<file path="src/logic/xaui_rx_defines.svh">
// named constants of the four-lane receive coding sublayer
// Function
// - data groups pass with control low; idle groups give 07, sequence 9C
// - any invalid code group comes out as FE with control high
// - deskew waits until all four lanes report synchronization
// - before its first /A/ a lane holds both deskew pointers still
// - after first /A/ the write pointer advances every word, read frozen
// - all four /A/ within 10 cycles releases all read pointers together
// - aligned flag rises after three more aligned /A/ columns
// - four misaligned /A/ columns with none aligned between drop alignment
// - sync after 4 commas, lost after 4 errors, 4 good cut one error
// - comma detection accepts a 7-bit or a 10-bit pattern
// - rate matching absorbs up to 200 ppm total clock difference
// - rate matching runs only with lanes synced and aligned
// - simultaneous /R/ columns are inserted or deleted to keep level
// - each deleted /R/ column pulses all four deleted flags one cycle
// - each inserted /R/ column pulses all four inserted flags one cycle
// - full drops the incoming column, empty adds nothing; flag held three cycles
`ifndef XAUI_RX_DEFINES_SVH
`define XAUI_RX_DEFINES_SVH
// ----------------------------------------------------------------
// code group values and receive characters
// ----------------------------------------------------------------
`define K28_0 8'h1C
`define K28_3 8'h7C
`define K28_4 8'h9C
`define K28_5 8'hBC
`define K27_7 8'hFB
`define K29_7 8'hFD
`define K30_7 8'hFE
`define XG_IDLE 8'h07
`define XG_SEQ 8'h9C
`define XG_START 8'hFB
`define XG_TERM 8'hFD
`define XG_ERR 8'hFE
// ----------------------------------------------------------------
// counts
// ----------------------------------------------------------------
`define SYNC_ACQ 3'h4
`define SYNC_ERR 3'h4
`define SYNC_GOOD 3'h4
`define SKEW_WIN 4'hA
`define ALIGN_ACQ 2'h3
`define ALIGN_LOSS 3'h4
`define FLAG_HOLD 2'h3
`define RM_DEPTH 5'h10
`define RM_HI 5'hC
`define RM_LO 5'h4
`define RM_PPM 200
`endif

</file>
<file path="src/logic/xaui_rx_pkg.sv">
// types shared by the receive coding sublayer
package xaui_rx_pkg;
	// one code group as delivered by the decoder of a lane
	typedef struct packed {
		logic [7:0] val;
		logic is_k;
		logic invalid;
		logic comma7;
		logic comma10;
	} lane_in_t;
	typedef struct packed {
		logic ctrl;
		logic [7:0] data;
	} xgmii_chr_t;
	typedef xgmii_chr_t [3:0] column_t;
	typedef struct packed {
		logic is_a;
		logic is_r;
		xgmii_chr_t chr;
	} lane_word_t;
	typedef enum {SYNC_LOSS, SYNC_COMMA, SYNC_OK} sync_state_t;
	typedef enum {DSK_IDLE, DSK_WAIT_A, DSK_CHECK, DSK_ALIGNED} deskew_state_t;
endpackage

</file>
<file path="src/logic/lane_sync.sv">
// per-lane character mapping and synchronization state machine
`timescale 1ns/1ps
`include "xaui_rx_defines.svh"
module lane_sync (
	// clock and reset
	input wire logic clk_i,
	input wire logic rst_b_i,
	// code group and comma pattern length
	input wire xaui_rx_pkg::lane_in_t lane_i,
	input wire logic pattern_10_i,
	// mapped word and status
	output xaui_rx_pkg::lane_word_t word_o,
	output logic sync_o
);
	xaui_rx_pkg::sync_state_t state;
	logic [2:0] cnt;
	logic [2:0] good_cnt;
	logic comma;
	logic is_k_ok;

	function automatic xaui_rx_pkg::xgmii_chr_t map_chr(
		input xaui_rx_pkg::lane_in_t l);
		xaui_rx_pkg::xgmii_chr_t c;
		c.ctrl = 1'b1;
		c.data = `XG_ERR;
		if (!l.invalid && !l.is_k) begin
			c.ctrl = 1'b0;
			c.data = l.val;
		end else if (!l.invalid) begin
			case (l.val)
				`K28_0, `K28_3, `K28_5: c.data = `XG_IDLE;
				`K28_4: c.data = `XG_SEQ;
				`K27_7: c.data = `XG_START;
				`K29_7: c.data = `XG_TERM;
				default: c.data = `XG_ERR;
			endcase
		end
		return c;
	endfunction

	assign is_k_ok = lane_i.is_k && !lane_i.invalid;
	// pattern length selects which comma detector counts
	assign comma = is_k_ok && lane_i.val == `K28_5 &&
		(pattern_10_i ? lane_i.comma10 : lane_i.comma7);

	always_ff @(posedge clk_i) begin
		if (!rst_b_i) begin
			word_o <= '0;
		end else begin
			word_o.chr <= map_chr(lane_i);
			word_o.is_a <= is_k_ok && lane_i.val == `K28_3;
			word_o.is_r <= is_k_ok && lane_i.val == `K28_0;
		end
	end

	// cnt counts commas while acquiring and errors while in sync
	always_ff @(posedge clk_i) begin
		if (!rst_b_i) begin
			state <= xaui_rx_pkg::SYNC_LOSS;
			cnt <= 3'h0;
			good_cnt <= 3'h0;
			sync_o <= 1'b0;
		end else begin
			case (state)
				xaui_rx_pkg::SYNC_LOSS: begin
					cnt <= comma ? 3'h1 : 3'h0;
					if (comma) state <= xaui_rx_pkg::SYNC_COMMA;
				end
				xaui_rx_pkg::SYNC_COMMA: begin
					if (lane_i.invalid) begin
						state <= xaui_rx_pkg::SYNC_LOSS;
						cnt <= 3'h0;
					end else if (comma && 3'(cnt + 3'h1) == `SYNC_ACQ) begin
						state <= xaui_rx_pkg::SYNC_OK;
						sync_o <= 1'b1;
						cnt <= 3'h0;
						good_cnt <= 3'h0;
					end else if (comma) begin
						cnt <= 3'(cnt + 3'h1);
					end
				end
				xaui_rx_pkg::SYNC_OK: begin
					good_cnt <= 3'h0;
					if (lane_i.invalid && 3'(cnt + 3'h1) == `SYNC_ERR) begin
						state <= xaui_rx_pkg::SYNC_LOSS;
						sync_o <= 1'b0;
						cnt <= 3'h0;
					end else if (lane_i.invalid) begin
						cnt <= 3'(cnt + 3'h1);
					end else if (cnt != 3'h0) begin
						if (3'(good_cnt + 3'h1) == `SYNC_GOOD) begin
							cnt <= 3'(cnt - 3'h1);
						end else begin
							good_cnt <= 3'(good_cnt + 3'h1);
						end
					end
				end
				default: state <= xaui_rx_pkg::SYNC_LOSS;
			endcase
		end
	end
endmodule

</file>
<file path="src/logic/rate_match_fifo.sv">
// column rate match buffer with /R/ insertion and deletion
`timescale 1ns/1ps
`include "xaui_rx_defines.svh"
module rate_match_fifo (
	// clock and reset
	input wire logic clk_i,
	input wire logic rst_b_i,
	// aligned columns in
	input wire logic enable_i,
	input wire logic wr_valid_i,
	input wire xaui_rx_pkg::column_t col_i,
	input wire logic col_r_i,
	// local-rate drain
	input wire logic rd_en_i,
	output xaui_rx_pkg::column_t col_o,
	output logic col_valid_o,
	// status
	output logic [3:0] deleted_o,
	output logic [3:0] inserted_o,
	output logic full_o,
	output logic empty_o
);
	xaui_rx_pkg::column_t mem [16];
	logic [15:0] mem_r;
	logic [4:0] wptr, rptr, level;
	logic last_r, full, empty;
	logic do_del, do_wr, do_ins, do_rd, full_hit, empty_hit;
	logic [1:0] full_cnt, empty_cnt, full_nx, empty_nx;

	function automatic logic [1:0] hold_next(input logic hit,
		input logic [1:0] cnt);
		return hit ? `FLAG_HOLD : (cnt != 2'h0 ? 2'(cnt - 2'h1) : 2'h0);
	endfunction

	assign level = 5'(wptr - rptr);
	assign full = level == `RM_DEPTH;
	assign empty = level == 5'h0;
	// thresholds leave room for 200 ppm drift between /R/ gaps
	assign do_del = enable_i && wr_valid_i && col_r_i && level >= `RM_HI;
	assign do_wr = wr_valid_i && !do_del && !full;
	assign do_ins = enable_i && rd_en_i && last_r && level <= `RM_LO;
	assign do_rd = rd_en_i && !do_ins && !empty;
	// only /R/ columns are ever added or dropped on purpose
	assign full_hit = wr_valid_i && !do_del && full;
	assign empty_hit = rd_en_i && !do_ins && empty;
	assign full_nx = hold_next(full_hit, full_cnt);
	assign empty_nx = hold_next(empty_hit, empty_cnt);

	always_ff @(posedge clk_i) begin
		if (do_wr) begin
			mem[wptr[3:0]] <= col_i;
			mem_r[wptr[3:0]] <= col_r_i;
		end
	end

	always_ff @(posedge clk_i) begin
		if (!rst_b_i) begin
			wptr <= 5'h0;
			rptr <= 5'h0;
			last_r <= 1'b0;
			col_o <= '0;
			col_valid_o <= 1'b0;
		end else begin
			if (do_wr) wptr <= 5'(wptr + 5'h1);
			if (do_rd) begin
				rptr <= 5'(rptr + 5'h1);
				col_o <= mem[rptr[3:0]];
				last_r <= mem_r[rptr[3:0]];
			end
			col_valid_o <= do_rd || do_ins;
		end
	end

	always_ff @(posedge clk_i) begin
		if (!rst_b_i) begin
			deleted_o <= 4'h0;
			inserted_o <= 4'h0;
			full_cnt <= 2'h0;
			empty_cnt <= 2'h0;
			full_o <= 1'b0;
			empty_o <= 1'b0;
		end else begin
			deleted_o <= {4{do_del}};
			inserted_o <= {4{do_ins}};
			full_cnt <= full_nx;
			empty_cnt <= empty_nx;
			full_o <= full_nx != 2'h0;
			empty_o <= empty_nx != 2'h0;
		end
	end
endmodule

</file>
<file path="src/logic/xaui_rx_deskew_rate_match.sv">
// receive coding sublayer top: lane sync, deskew and rate match
`timescale 1ns/1ps
`include "xaui_rx_defines.svh"
module xaui_rx_deskew_rate_match (
	// clock and reset
	input wire logic clk_i,
	input wire logic rst_b_i,
	// decoded code groups of the four lanes
	input wire xaui_rx_pkg::lane_in_t [3:0] lane_i,
	input wire logic pattern_10_i,
	// local-rate drain of the aligned stream
	input wire logic rm_rd_en_i,
	// aligned receive characters
	output xaui_rx_pkg::column_t rx_col_o,
	output logic rx_valid_o,
	// status
	output logic [3:0] lane_sync_o,
	output logic lanes_aligned_o,
	output logic [3:0] rm_deleted_o,
	output logic [3:0] rm_inserted_o,
	output logic rm_full_o,
	output logic rm_empty_o
);
	// ----------------------------------------------------------------
	// declarations
	// ----------------------------------------------------------------
	xaui_rx_pkg::lane_word_t lw [4];
	xaui_rx_pkg::lane_word_t mem [4][16];
	xaui_rx_pkg::lane_word_t [3:0] dsk_col;
	xaui_rx_pkg::column_t dsk_chr;
	xaui_rx_pkg::deskew_state_t state;
	logic [3:0] wptr [4];
	logic [3:0] rptr [4];
	logic [3:0] a_seen;
	logic [3:0] a_in;
	logic [3:0] seen_now;
	logic [3:0] we;
	logic [3:0] col_a_v;
	logic [3:0] col_r_v;
	logic [3:0] win_cnt;
	logic [1:0] acq_cnt;
	logic [2:0] mis_cnt;
	logic dsk_valid;
	logic all_sync;
	logic in_wait;
	logic rd_run;
	logic release_rd;
	logic expire;
	logic col_aligned;
	logic col_mis;
	logic drop;
	logic restart;
	logic clear;
	logic col_r;

	// ----------------------------------------------------------------
	// lane mapping and synchronization
	// ----------------------------------------------------------------
	for (genvar g = 0; g < 4; g++) begin : g_lane
		lane_sync u_lane (
			.clk_i(clk_i),
			.rst_b_i(rst_b_i),
			.lane_i(lane_i[g]),
			.pattern_10_i(pattern_10_i),
			.word_o(lw[g]),
			.sync_o(lane_sync_o[g])
		);
		assign a_in[g] = lw[g].is_a;
		assign col_a_v[g] = dsk_col[g].is_a;
		assign col_r_v[g] = dsk_col[g].is_r;
		assign dsk_chr[g] = dsk_col[g].chr;
	end

	// ----------------------------------------------------------------
	// deskew control terms
	// ----------------------------------------------------------------
	assign all_sync = &lane_sync_o;
	assign in_wait = state == xaui_rx_pkg::DSK_WAIT_A;
	assign rd_run = state == xaui_rx_pkg::DSK_CHECK ||
		state == xaui_rx_pkg::DSK_ALIGNED;
	assign seen_now = a_seen | a_in;
	// window counts from the cycle after the earliest /A/
	assign release_rd = in_wait && all_sync && &seen_now;
	assign expire = in_wait && |a_seen && !(&seen_now) &&
		4'(win_cnt + 4'h1) == `SKEW_WIN;
	assign col_aligned = dsk_valid && &col_a_v;
	assign col_mis = dsk_valid && |col_a_v && !(&col_a_v);
	assign drop = state == xaui_rx_pkg::DSK_ALIGNED && col_mis &&
		3'(mis_cnt + 3'h1) == `ALIGN_LOSS;
	// a misaligned column before the flag rises restarts acquisition
	assign restart = expire || drop ||
		(state == xaui_rx_pkg::DSK_CHECK && col_mis);
	assign clear = restart || !all_sync;
	assign col_r = dsk_valid && &col_r_v;

	always_comb begin
		for (int i = 0; i < 4; i++) begin
			we[i] = !clear && (rd_run || (in_wait && all_sync &&
				seen_now[i]));
		end
	end

	// ----------------------------------------------------------------
	// deskew state
	// ----------------------------------------------------------------
	always_ff @(posedge clk_i) begin
		if (!rst_b_i) begin
			state <= xaui_rx_pkg::DSK_IDLE;
		end else if (!all_sync) begin
			state <= xaui_rx_pkg::DSK_IDLE;
		end else if (restart) begin
			state <= xaui_rx_pkg::DSK_WAIT_A;
		end else begin
			case (state)
				xaui_rx_pkg::DSK_IDLE: state <= xaui_rx_pkg::DSK_WAIT_A;
				xaui_rx_pkg::DSK_WAIT_A: begin
					if (release_rd) state <= xaui_rx_pkg::DSK_CHECK;
				end
				xaui_rx_pkg::DSK_CHECK: begin
					if (col_aligned && acq_cnt == `ALIGN_ACQ) begin
						state <= xaui_rx_pkg::DSK_ALIGNED;
					end
				end
				xaui_rx_pkg::DSK_ALIGNED: state <= xaui_rx_pkg::DSK_ALIGNED;
				default: state <= xaui_rx_pkg::DSK_IDLE;
			endcase
		end
	end

	// ----------------------------------------------------------------
	// first /A/ capture and skew window
	// ----------------------------------------------------------------
	always_ff @(posedge clk_i) begin
		if (!rst_b_i || clear) begin
			a_seen <= 4'h0;
			win_cnt <= 4'h0;
		end else if (in_wait && all_sync) begin
			a_seen <= seen_now;
			if (|a_seen) win_cnt <= 4'(win_cnt + 4'h1);
		end
	end

	// ----------------------------------------------------------------
	// deskew buffers
	// ----------------------------------------------------------------
	always_ff @(posedge clk_i) begin
		for (int i = 0; i < 4; i++) begin
			if (we[i]) mem[i][wptr[i]] <= lw[i];
		end
	end

	// pointers are only ever cleared together, so lanes stay in step
	always_ff @(posedge clk_i) begin
		if (!rst_b_i || clear) begin
			for (int i = 0; i < 4; i++) begin
				wptr[i] <= 4'h0;
				rptr[i] <= 4'h0;
			end
		end else begin
			for (int i = 0; i < 4; i++) begin
				if (we[i]) wptr[i] <= 4'(wptr[i] + 4'h1);
				if (rd_run) rptr[i] <= 4'(rptr[i] + 4'h1);
			end
		end
	end

	always_ff @(posedge clk_i) begin
		if (!rst_b_i) begin
			dsk_col <= '0;
			dsk_valid <= 1'b0;
		end else begin
			dsk_valid <= rd_run && !clear;
			for (int i = 0; i < 4; i++) begin
				dsk_col[i] <= mem[i][rptr[i]];
			end
		end
	end

	// ----------------------------------------------------------------
	// alignment acquisition and loss
	// ----------------------------------------------------------------
	always_ff @(posedge clk_i) begin
		if (!rst_b_i || clear) begin
			acq_cnt <= 2'h0;
			mis_cnt <= 3'h0;
		end else begin
			if (state == xaui_rx_pkg::DSK_CHECK && col_aligned &&
				acq_cnt != `ALIGN_ACQ) begin
				acq_cnt <= 2'(acq_cnt + 2'h1);
			end
			if (state == xaui_rx_pkg::DSK_ALIGNED) begin
				if (col_aligned) mis_cnt <= 3'h0;
				else if (col_mis) mis_cnt <= 3'(mis_cnt + 3'h1);
			end
		end
	end

	always_ff @(posedge clk_i) begin
		if (!rst_b_i || clear) begin
			lanes_aligned_o <= 1'b0;
		end else if (state == xaui_rx_pkg::DSK_CHECK && col_aligned &&
			acq_cnt == `ALIGN_ACQ) begin
			lanes_aligned_o <= 1'b1;
		end
	end

	// ----------------------------------------------------------------
	// rate match
	// ----------------------------------------------------------------
	rate_match_fifo u_rm (
		.clk_i(clk_i),
		.rst_b_i(rst_b_i),
		.enable_i(all_sync && lanes_aligned_o),
		.wr_valid_i(dsk_valid),
		.col_i(dsk_chr),
		.col_r_i(col_r),
		.rd_en_i(rm_rd_en_i),
		.col_o(rx_col_o),
		.col_valid_o(rx_valid_o),
		.deleted_o(rm_deleted_o),
		.inserted_o(rm_inserted_o),
		.full_o(rm_full_o),
		.empty_o(rm_empty_o)
	);
endmodule

</file>
<file path="config.mk">
export PLATFORM = sky130hd
export DESIGN_NAME = xaui_rx_deskew_rate_match
export DESIGN_NICKNAME = d
export VERILOG_FILES = /design/src/logic/xaui_rx_pkg.sv /design/src/logic/lane_sync.sv /design/src/logic/rate_match_fifo.sv /design/src/logic/xaui_rx_deskew_rate_match.sv
export VERILOG_INCLUDE_DIRS = /design/src /design/src/logic
export SDC_FILE = /design/constraint.sdc
export NUM_CORES = 2
export LEC_CHECK = 0
export BUFFER_PORTS_ARGS = -buffer_cell sky130_fd_sc_hd__buf_4
export CORE_AREA = 3 3 436 438
export DETAILED_ROUTE_END_ITERATION = 8
export DIE_AREA = 0 0 439 441
export PLACE_DENSITY = 0.43
export SETUP_SLACK_MARGIN = 0.15
export SLEW_MARGIN = 20
export SYNTH_ARGS = -nofsm -noshare
export SYNTH_HDL_FRONTEND = slang
export SYNTH_SLANG_ARGS = --single-unit
</file>
<file path="constraint.sdc">
create_clock -name clk_i -period 17.1 [get_ports clk_i]
set_input_delay 1.71 -clock clk_i [delete_from_list [all_inputs] [get_ports clk_i]]
set_output_delay 1.71 -clock clk_i [all_outputs]
set_load 0.01 [all_outputs]
</file>
# After elaboration in Yosys (flattened, before gate mapping)
# Memory sizes are Yosys's and may differ from the RTL's. A register that Yosys moved wholly into a read port is not among the register bits.
# Cells that the tools add are included.
# W data, S select, Z words.
# op_classes
n_addsub	28
order_cmp	17
n_eq_ne	87
mux	186
bitwise_logic	19
reduce_logical	158
# op_table
cell	n
$mux W176	4
$mux W32	18
$pmux W32 S3	4
$eq A32 B2 Y1 const B	7
$bmux W11 S4	4
$demux W11 S4	4
$mux W3	54
$eq A32 B1 Y1 const B	5
$logic_not A32 Y1	5
$mux W11	12
$eq A8 B8 Y1 const B	16
$pmux W32 S4	1
$pmux W8 S4	4
$logic_and A1 B1 Y1	75
$eq A32 B3 Y1 const B	2
$mux W8	8
$ne A4 B2 Y1 const B	12
$reduce_and A4 Y1	12
$mux W1	46
$ge A5 B5 Y1 const B	8
$not A4 Y5	8
$add A4 B1 Y4 const B	9
$pmux W3 S3	4
$eq A8 B5 Y1 const B	4
40 further kinds	169
# word_totals
register_bits	327
mem_bits_rw	1312
in_bits	52
output_inout_bits	52
wordCells	566
memories	4
# mem_list
name	words	width	rd	rd_clocked_by_memory_dff	wr	line_no	source
mem	4	176	4	0	4	xaui_rx_deskew_rate_match.sv:28	xaui_rx_pkg::lane_word_t mem [4][16];
u_rm.mem	16	36	1	1	1	rate_match_fifo.sv:23	xaui_rx_pkg::column_t mem [16];
rptr	4	4	4	0	4	xaui_rx_deskew_rate_match.sv:33	logic [3:0] rptr [4];
wptr	4	4	4	0	4	xaui_rx_deskew_rate_match.sv:32	logic [3:0] wptr [4];

# Longest topological paths before layout
# logic_depth
word_depth	14
mapped_depth	14
ltp_nobuf	10

# By module
# Synthesis repeated with hierarchy kept, for this count alone.
# unflattened
cells_unflattened	3335
area_unflattened_um2	61400.1
# by_module_without_submodules
mod	n_inst	cells_each	area_per_inst_um2
xaui_rx_deskew_rate_match	1	1572	31585.3
rate_match_fifo	1	1175	24755.0
lane_sync	4	147	1265.0

# Worst setup path before layout
# OpenSTA, ideal clock, no wires.
# synth_timing
path_type	register to register
startpoint	register u_rm.rptr[1]
endpoint	memory u_rm.mem[0][0] in the netlist's numbering (enable)
setup_ns	0.477
arrival_ns	5.288
required_time_ns	16.623
setup_slack_ns	11.335
path_stages_with_launch	12
n_path_buf	3
cell_sequence	dfxtp_1 > clkbuf_1 > clkbuf_1 > buf_1 > inv_1 > fa_1 > xor2_1 > nor2_1 > o21a_1 > o32ai_2 > nand2_1 > nor3_1
# synth_between
elab_chain_len	8
# synth_lines
item	line_no	source
start, declared	rate_match_fifo.sv:25	logic [4:0] wptr, rptr, level;
start signal, assigned	rate_match_fifo.sv:66	rptr <= 5'(rptr + 5'h1);
$sub A5 B5 Y5 *	rate_match_fifo.sv:35	assign level = 5'(wptr - rptr);
$ge A5 B4 Y1 (no line)	--	
$logic_and A1 B1 Y1 (no line)	--	
$logic_not A1 Y1	rate_match_fifo.sv:40	assign do_wr = wr_valid_i && !do_del && !full;
$logic_and A1 B1 Y1	rate_match_fifo.sv:40	
$logic_and A1 B1 Y1 *	rate_match_fifo.sv:40	
$mux W1 *	rate_match_fifo.sv:50	if (do_wr) begin
$mux W1 (implied by the code) *	rate_match_fifo.sv:51	mem[wptr[3:0]] <= col_i;
end, declared	rate_match_fifo.sv:23	
# Mark *: on every way between the ends. The rest lies on a longest branch, timed or not.

# Worst setup path after layout
# layout_timing
startpoint	register u_rm.rptr[0]
endpoint	memory u_rm.mem[10][11] in the netlist's numbering (enable)
# The elaborated chain is that of the path after synthesis.

==> results by group <==
Finish
  – Area growth syn-to-layout: 15.7%
  – Layout cells sized above 1: 0.243
  – Nets: 3426
  – Filler cells: 17200
  – Fin cells: 5940
  – Core Util, Final: 0.369
  – Final Instance Area: 69100 um^2

Synth
  – Post-synth cell types: 81
  – Top cell type's share of synthesized area: 0.668
  – Most common flop cell mapped by yosys: edfxtp_1
  – Mapped Nets: 3257
  – Synth top area cells: edfxtp_1 (67%), mux4_2 (14%), dfxtp_1 (6.6%)
  – Top cells by count, synth: edfxtp_1 (1328), mux4_2 (368), dfxtp_1 (197)
  – Mapped cell area: 59700 um^2
  – Syn_area_per_cell: 19.1 um^2
  – Synth warn: 0
  – Top cell type by total area after synthesis: edfxtp_1
  – Post-synthesis sequential area ratio: 0.734
  – Leading cell type by number of instances after synthesis: edfxtp_1
  – Async SR Flop Fraction: 0
  – Number of synthesized flops with an enable pin: 1328
  – Syn Inst Count: 3130
  – Synth Register Bits: 1525

Power
  – Pwr Total: 8.35 mW
  – Internal power: 6.46 mW
  – Peak supply drop: 0.0763 mV
  – Sequential share of power: 0.498
  – Clock network power share: 0.427
  – Static Leak: 21.4 nW
  – Combinational share of power: 0.074
  – Net Sw Frac: 0.226
  – Net Switching: 1.89 mW
  – Power density cells: 121 nW/um^2

Worst setup path
  – Critical Path Max Stage Delay: 0.86 ns
  – Worst path required time: 17.53 ns
  – Crit-path cells: ha_1, inv_1, fa_1, xor2_1, nor2_1, o21a_1, o32ai_2, nand2_1, nor2_4, buf_4
  – CP Launch Type: flop
  – Crit-path slowest cell: dfxtp_4
  – Worst-path maximum fanout: 32
  – Critical path class: reg2reg
  – Worst Path Arrival: 4.97 ns
  – Crit path capture type: flop

Clocking
  – Clock Path Buffers: 3
  – Postcts setup bufs: 0
  – Num CTS Buffers: 170
  – CTS Hold Buffers Added: 0
  – CTS tree: done
  – CTS Sinks: 1525
  – CTS clock-pin slew for the worst setup and hold paths: 0.06 ns
  – Clk_lat worst skew: 0.80 ns
  – H-tree depth: 4
  – Root Buffer: clkbuf_16
  – CTS resizes: 0

Drt
  – Residual DRC: 0
  – Wire per inst: 25.0 um
  – Routed vias: 29800
  – Final ANT Viol Nets: 0
  – Final WL: 149 mm
  – DR iter-0 viols: 1979
  – Pre-antenna DRT Iters: 6
  – Routed vias/inst: 5.01

Die
  – Core box area: 187000 um^2
  – I/O Pins: 104
  – DIE AREA: 194000 um^2
  – Initial Util: 0.319
  – Core Rows: 159
  – Die Ht: 441 um
  – Die X: 439 um

STA
  – Setup Skew: 0.0276 ns
  – Final setup viols: 0
  – Final period util: 0.265
  – TNS Setup: 0 ns
  – Fmax: 0.221 GHz
  – RSZ-0062 raised after global routing: false
  – Hold Fails Final Rpt: 0
  – Slew headroom: 0.286
  – Post-route minimum period: 4.53 ns
  – WHS: 0.471 ns
  – Max-slew violations: 0
  – Final setup margin: 12.57 ns
  – Worst slew pin tran: 1.07 ns

GRT
  – Overall routing resource usage: 0.155
  – Initial antenna violation count: 6
  – First-pass GRT wire length: 219 mm
  – Largest net degree at the start of global routing: 79
  – Vias in the first global route: 31800
  – GR Overflow Total: 0

Place
  – IO buf count: 103
  – Setup WS pre-CTS: 12.48 ns
  – Post-DP HPWL: 87.3 mm
  – Dpl cell area: 63500 um^2
  – GP Congestion: 0.773
  – Cell Count Post-Placement: 5620

Run
  – Max-cap violations: 0

Run status
  – Status: completed

Hold path
  – Hold/Removal Path Class: reg2reg
## flip-flops by register name, indices dropped and copies added, names as in the netlist, 4 cells and up
name                    count
u_rm.mem_r                 16
a_seen                      4
g_lane.u_lane.cnt          12
rptr                       16
u_rm.col_o                 36
u_rm.mem                  576
u_rm.wptr                   5
mem                       704
g_lane.u_lane.word_o       44
g_lane.u_lane.sync_o        4
wptr                       16
col_r_v                     4
dsk_chr                    36
col_a_v                     4
u_rm.rptr                   5
g_lane.u_lane.state         8
g_lane.u_lane.good_cnt     12
win_cnt                     4
## path summary, 6_finish.rpt
kind              slack, ns          endpoint      startpoint  depth (start not counted)
setup / recovery      12.57  u_rm.mem[10][11]    u_rm.rptr[0]                         10
hold / removal         0.47    u_rm.col_o[23]  u_rm.col_o[23]                          2
setup reg to reg      12.57  u_rm.mem[10][11]    u_rm.rptr[0]                         10
hold reg to reg        0.47    u_rm.col_o[23]  u_rm.col_o[23]                          2
## routing by layer
layer  part of all wire  vias to the layer above  track usage
met5                  0                        -            0
met4              0.027                        0       0.0545
met2               0.51                      615        0.263
met1               0.42                    15900        0.198
met3              0.042                      214       0.0285
li1                   -                    13000            -
## worst max-delay path: cells and delay by family, from the launching register on
kind | cells | cell delay (ns)
compound gates | 2 | 0.63
xor+xnor | 1 | 0.24
fa+ha+maj | 2 | 0.73
buf+inv | 2 | 0.56
flops | 1 | 0.86
simple gates | 3 | 1.14
## layout by cell type (no fill, tap or decap), drive strengths merged, types with 4 or more instances in the layout
cell      netlist  final
nor2b          12     12
inv            60     68
and2           81     81
or3b            4      4
nand4b          4      4
xnor2          18     18
bufinv          0      8
a221oi         39     39
mux4          368    368
mux2i           9      9
nor4           11     11
nor2          172    172
xor2           28     28
a22o           37     37
a211oi         15     15
o31ai          45     45
a221o           4      4
edfxtp       1328   1328
nand2          81     81
o21a           25     25
or4             6      6
ha             74     74
mux2            4      4
buf            66    166
nand2b         17     17
o21ai          54     54
and4            4      4
nand3b          6      6
nand3          76     76
or3             4      4
clkinvlp        0      7
and3            5      5
nand4          11     11
nor4b           9      9
clkinv          0     34
dfxtp         197    197
a21oi          65     65
clkbuf        102    258
a21o            5      5
nor3           37     37
## power by group through the flow
stage | registers, mW | logic [mW] | clock network (mW)
floorplan | 4.19 | 0.447 | 0
global placement | 4.24 | 0.634 | 0
detailed placement | 4.25 | 0.633 | 0
CTS | 4.17 | 0.634 | 3.68
global route | 4.17 | 0.672 | 3.83
finish | 4.16 | 0.621 | 3.57
## layout make-up
class / instances / area (um^2) / area share
repair buffers: 166 / 1280 / 0.0185
flip-flops and latches: 1525 / 43800 / 0.635
diodes: 3 / 7.51 / 0.000109
clock inverters: 57 / 627 / 0.00907
well taps: 2495 / 3120 / 0.0452
clock buffers: 258 / 4880 / 0.0706
multi-input cells: 1376 / 15100 / 0.219
inverters: 60 / 228 / 0.00330
## cell families (layout without fill, tap and decap cells)
family / count (synthesis) / count (layout) / share of synthesized area
AOI/OAI and AO/OA: 327 / 327 / 0.0389
muxes: 381 / 381 / 0.141
xor gates and xnor gates: 46 / 46 / 0.00675
other: 0 / 3 / 0
adders and majority gates: 75 / 75 / 0.0158
DFF: 1525 / 1525 / 0.734
buffers and inverters: 229 / 541 / 0.0162
and+or+nand+nor: 547 / 547 / 0.0471
No activity file was read; power rests on OpenSTA's default activity.
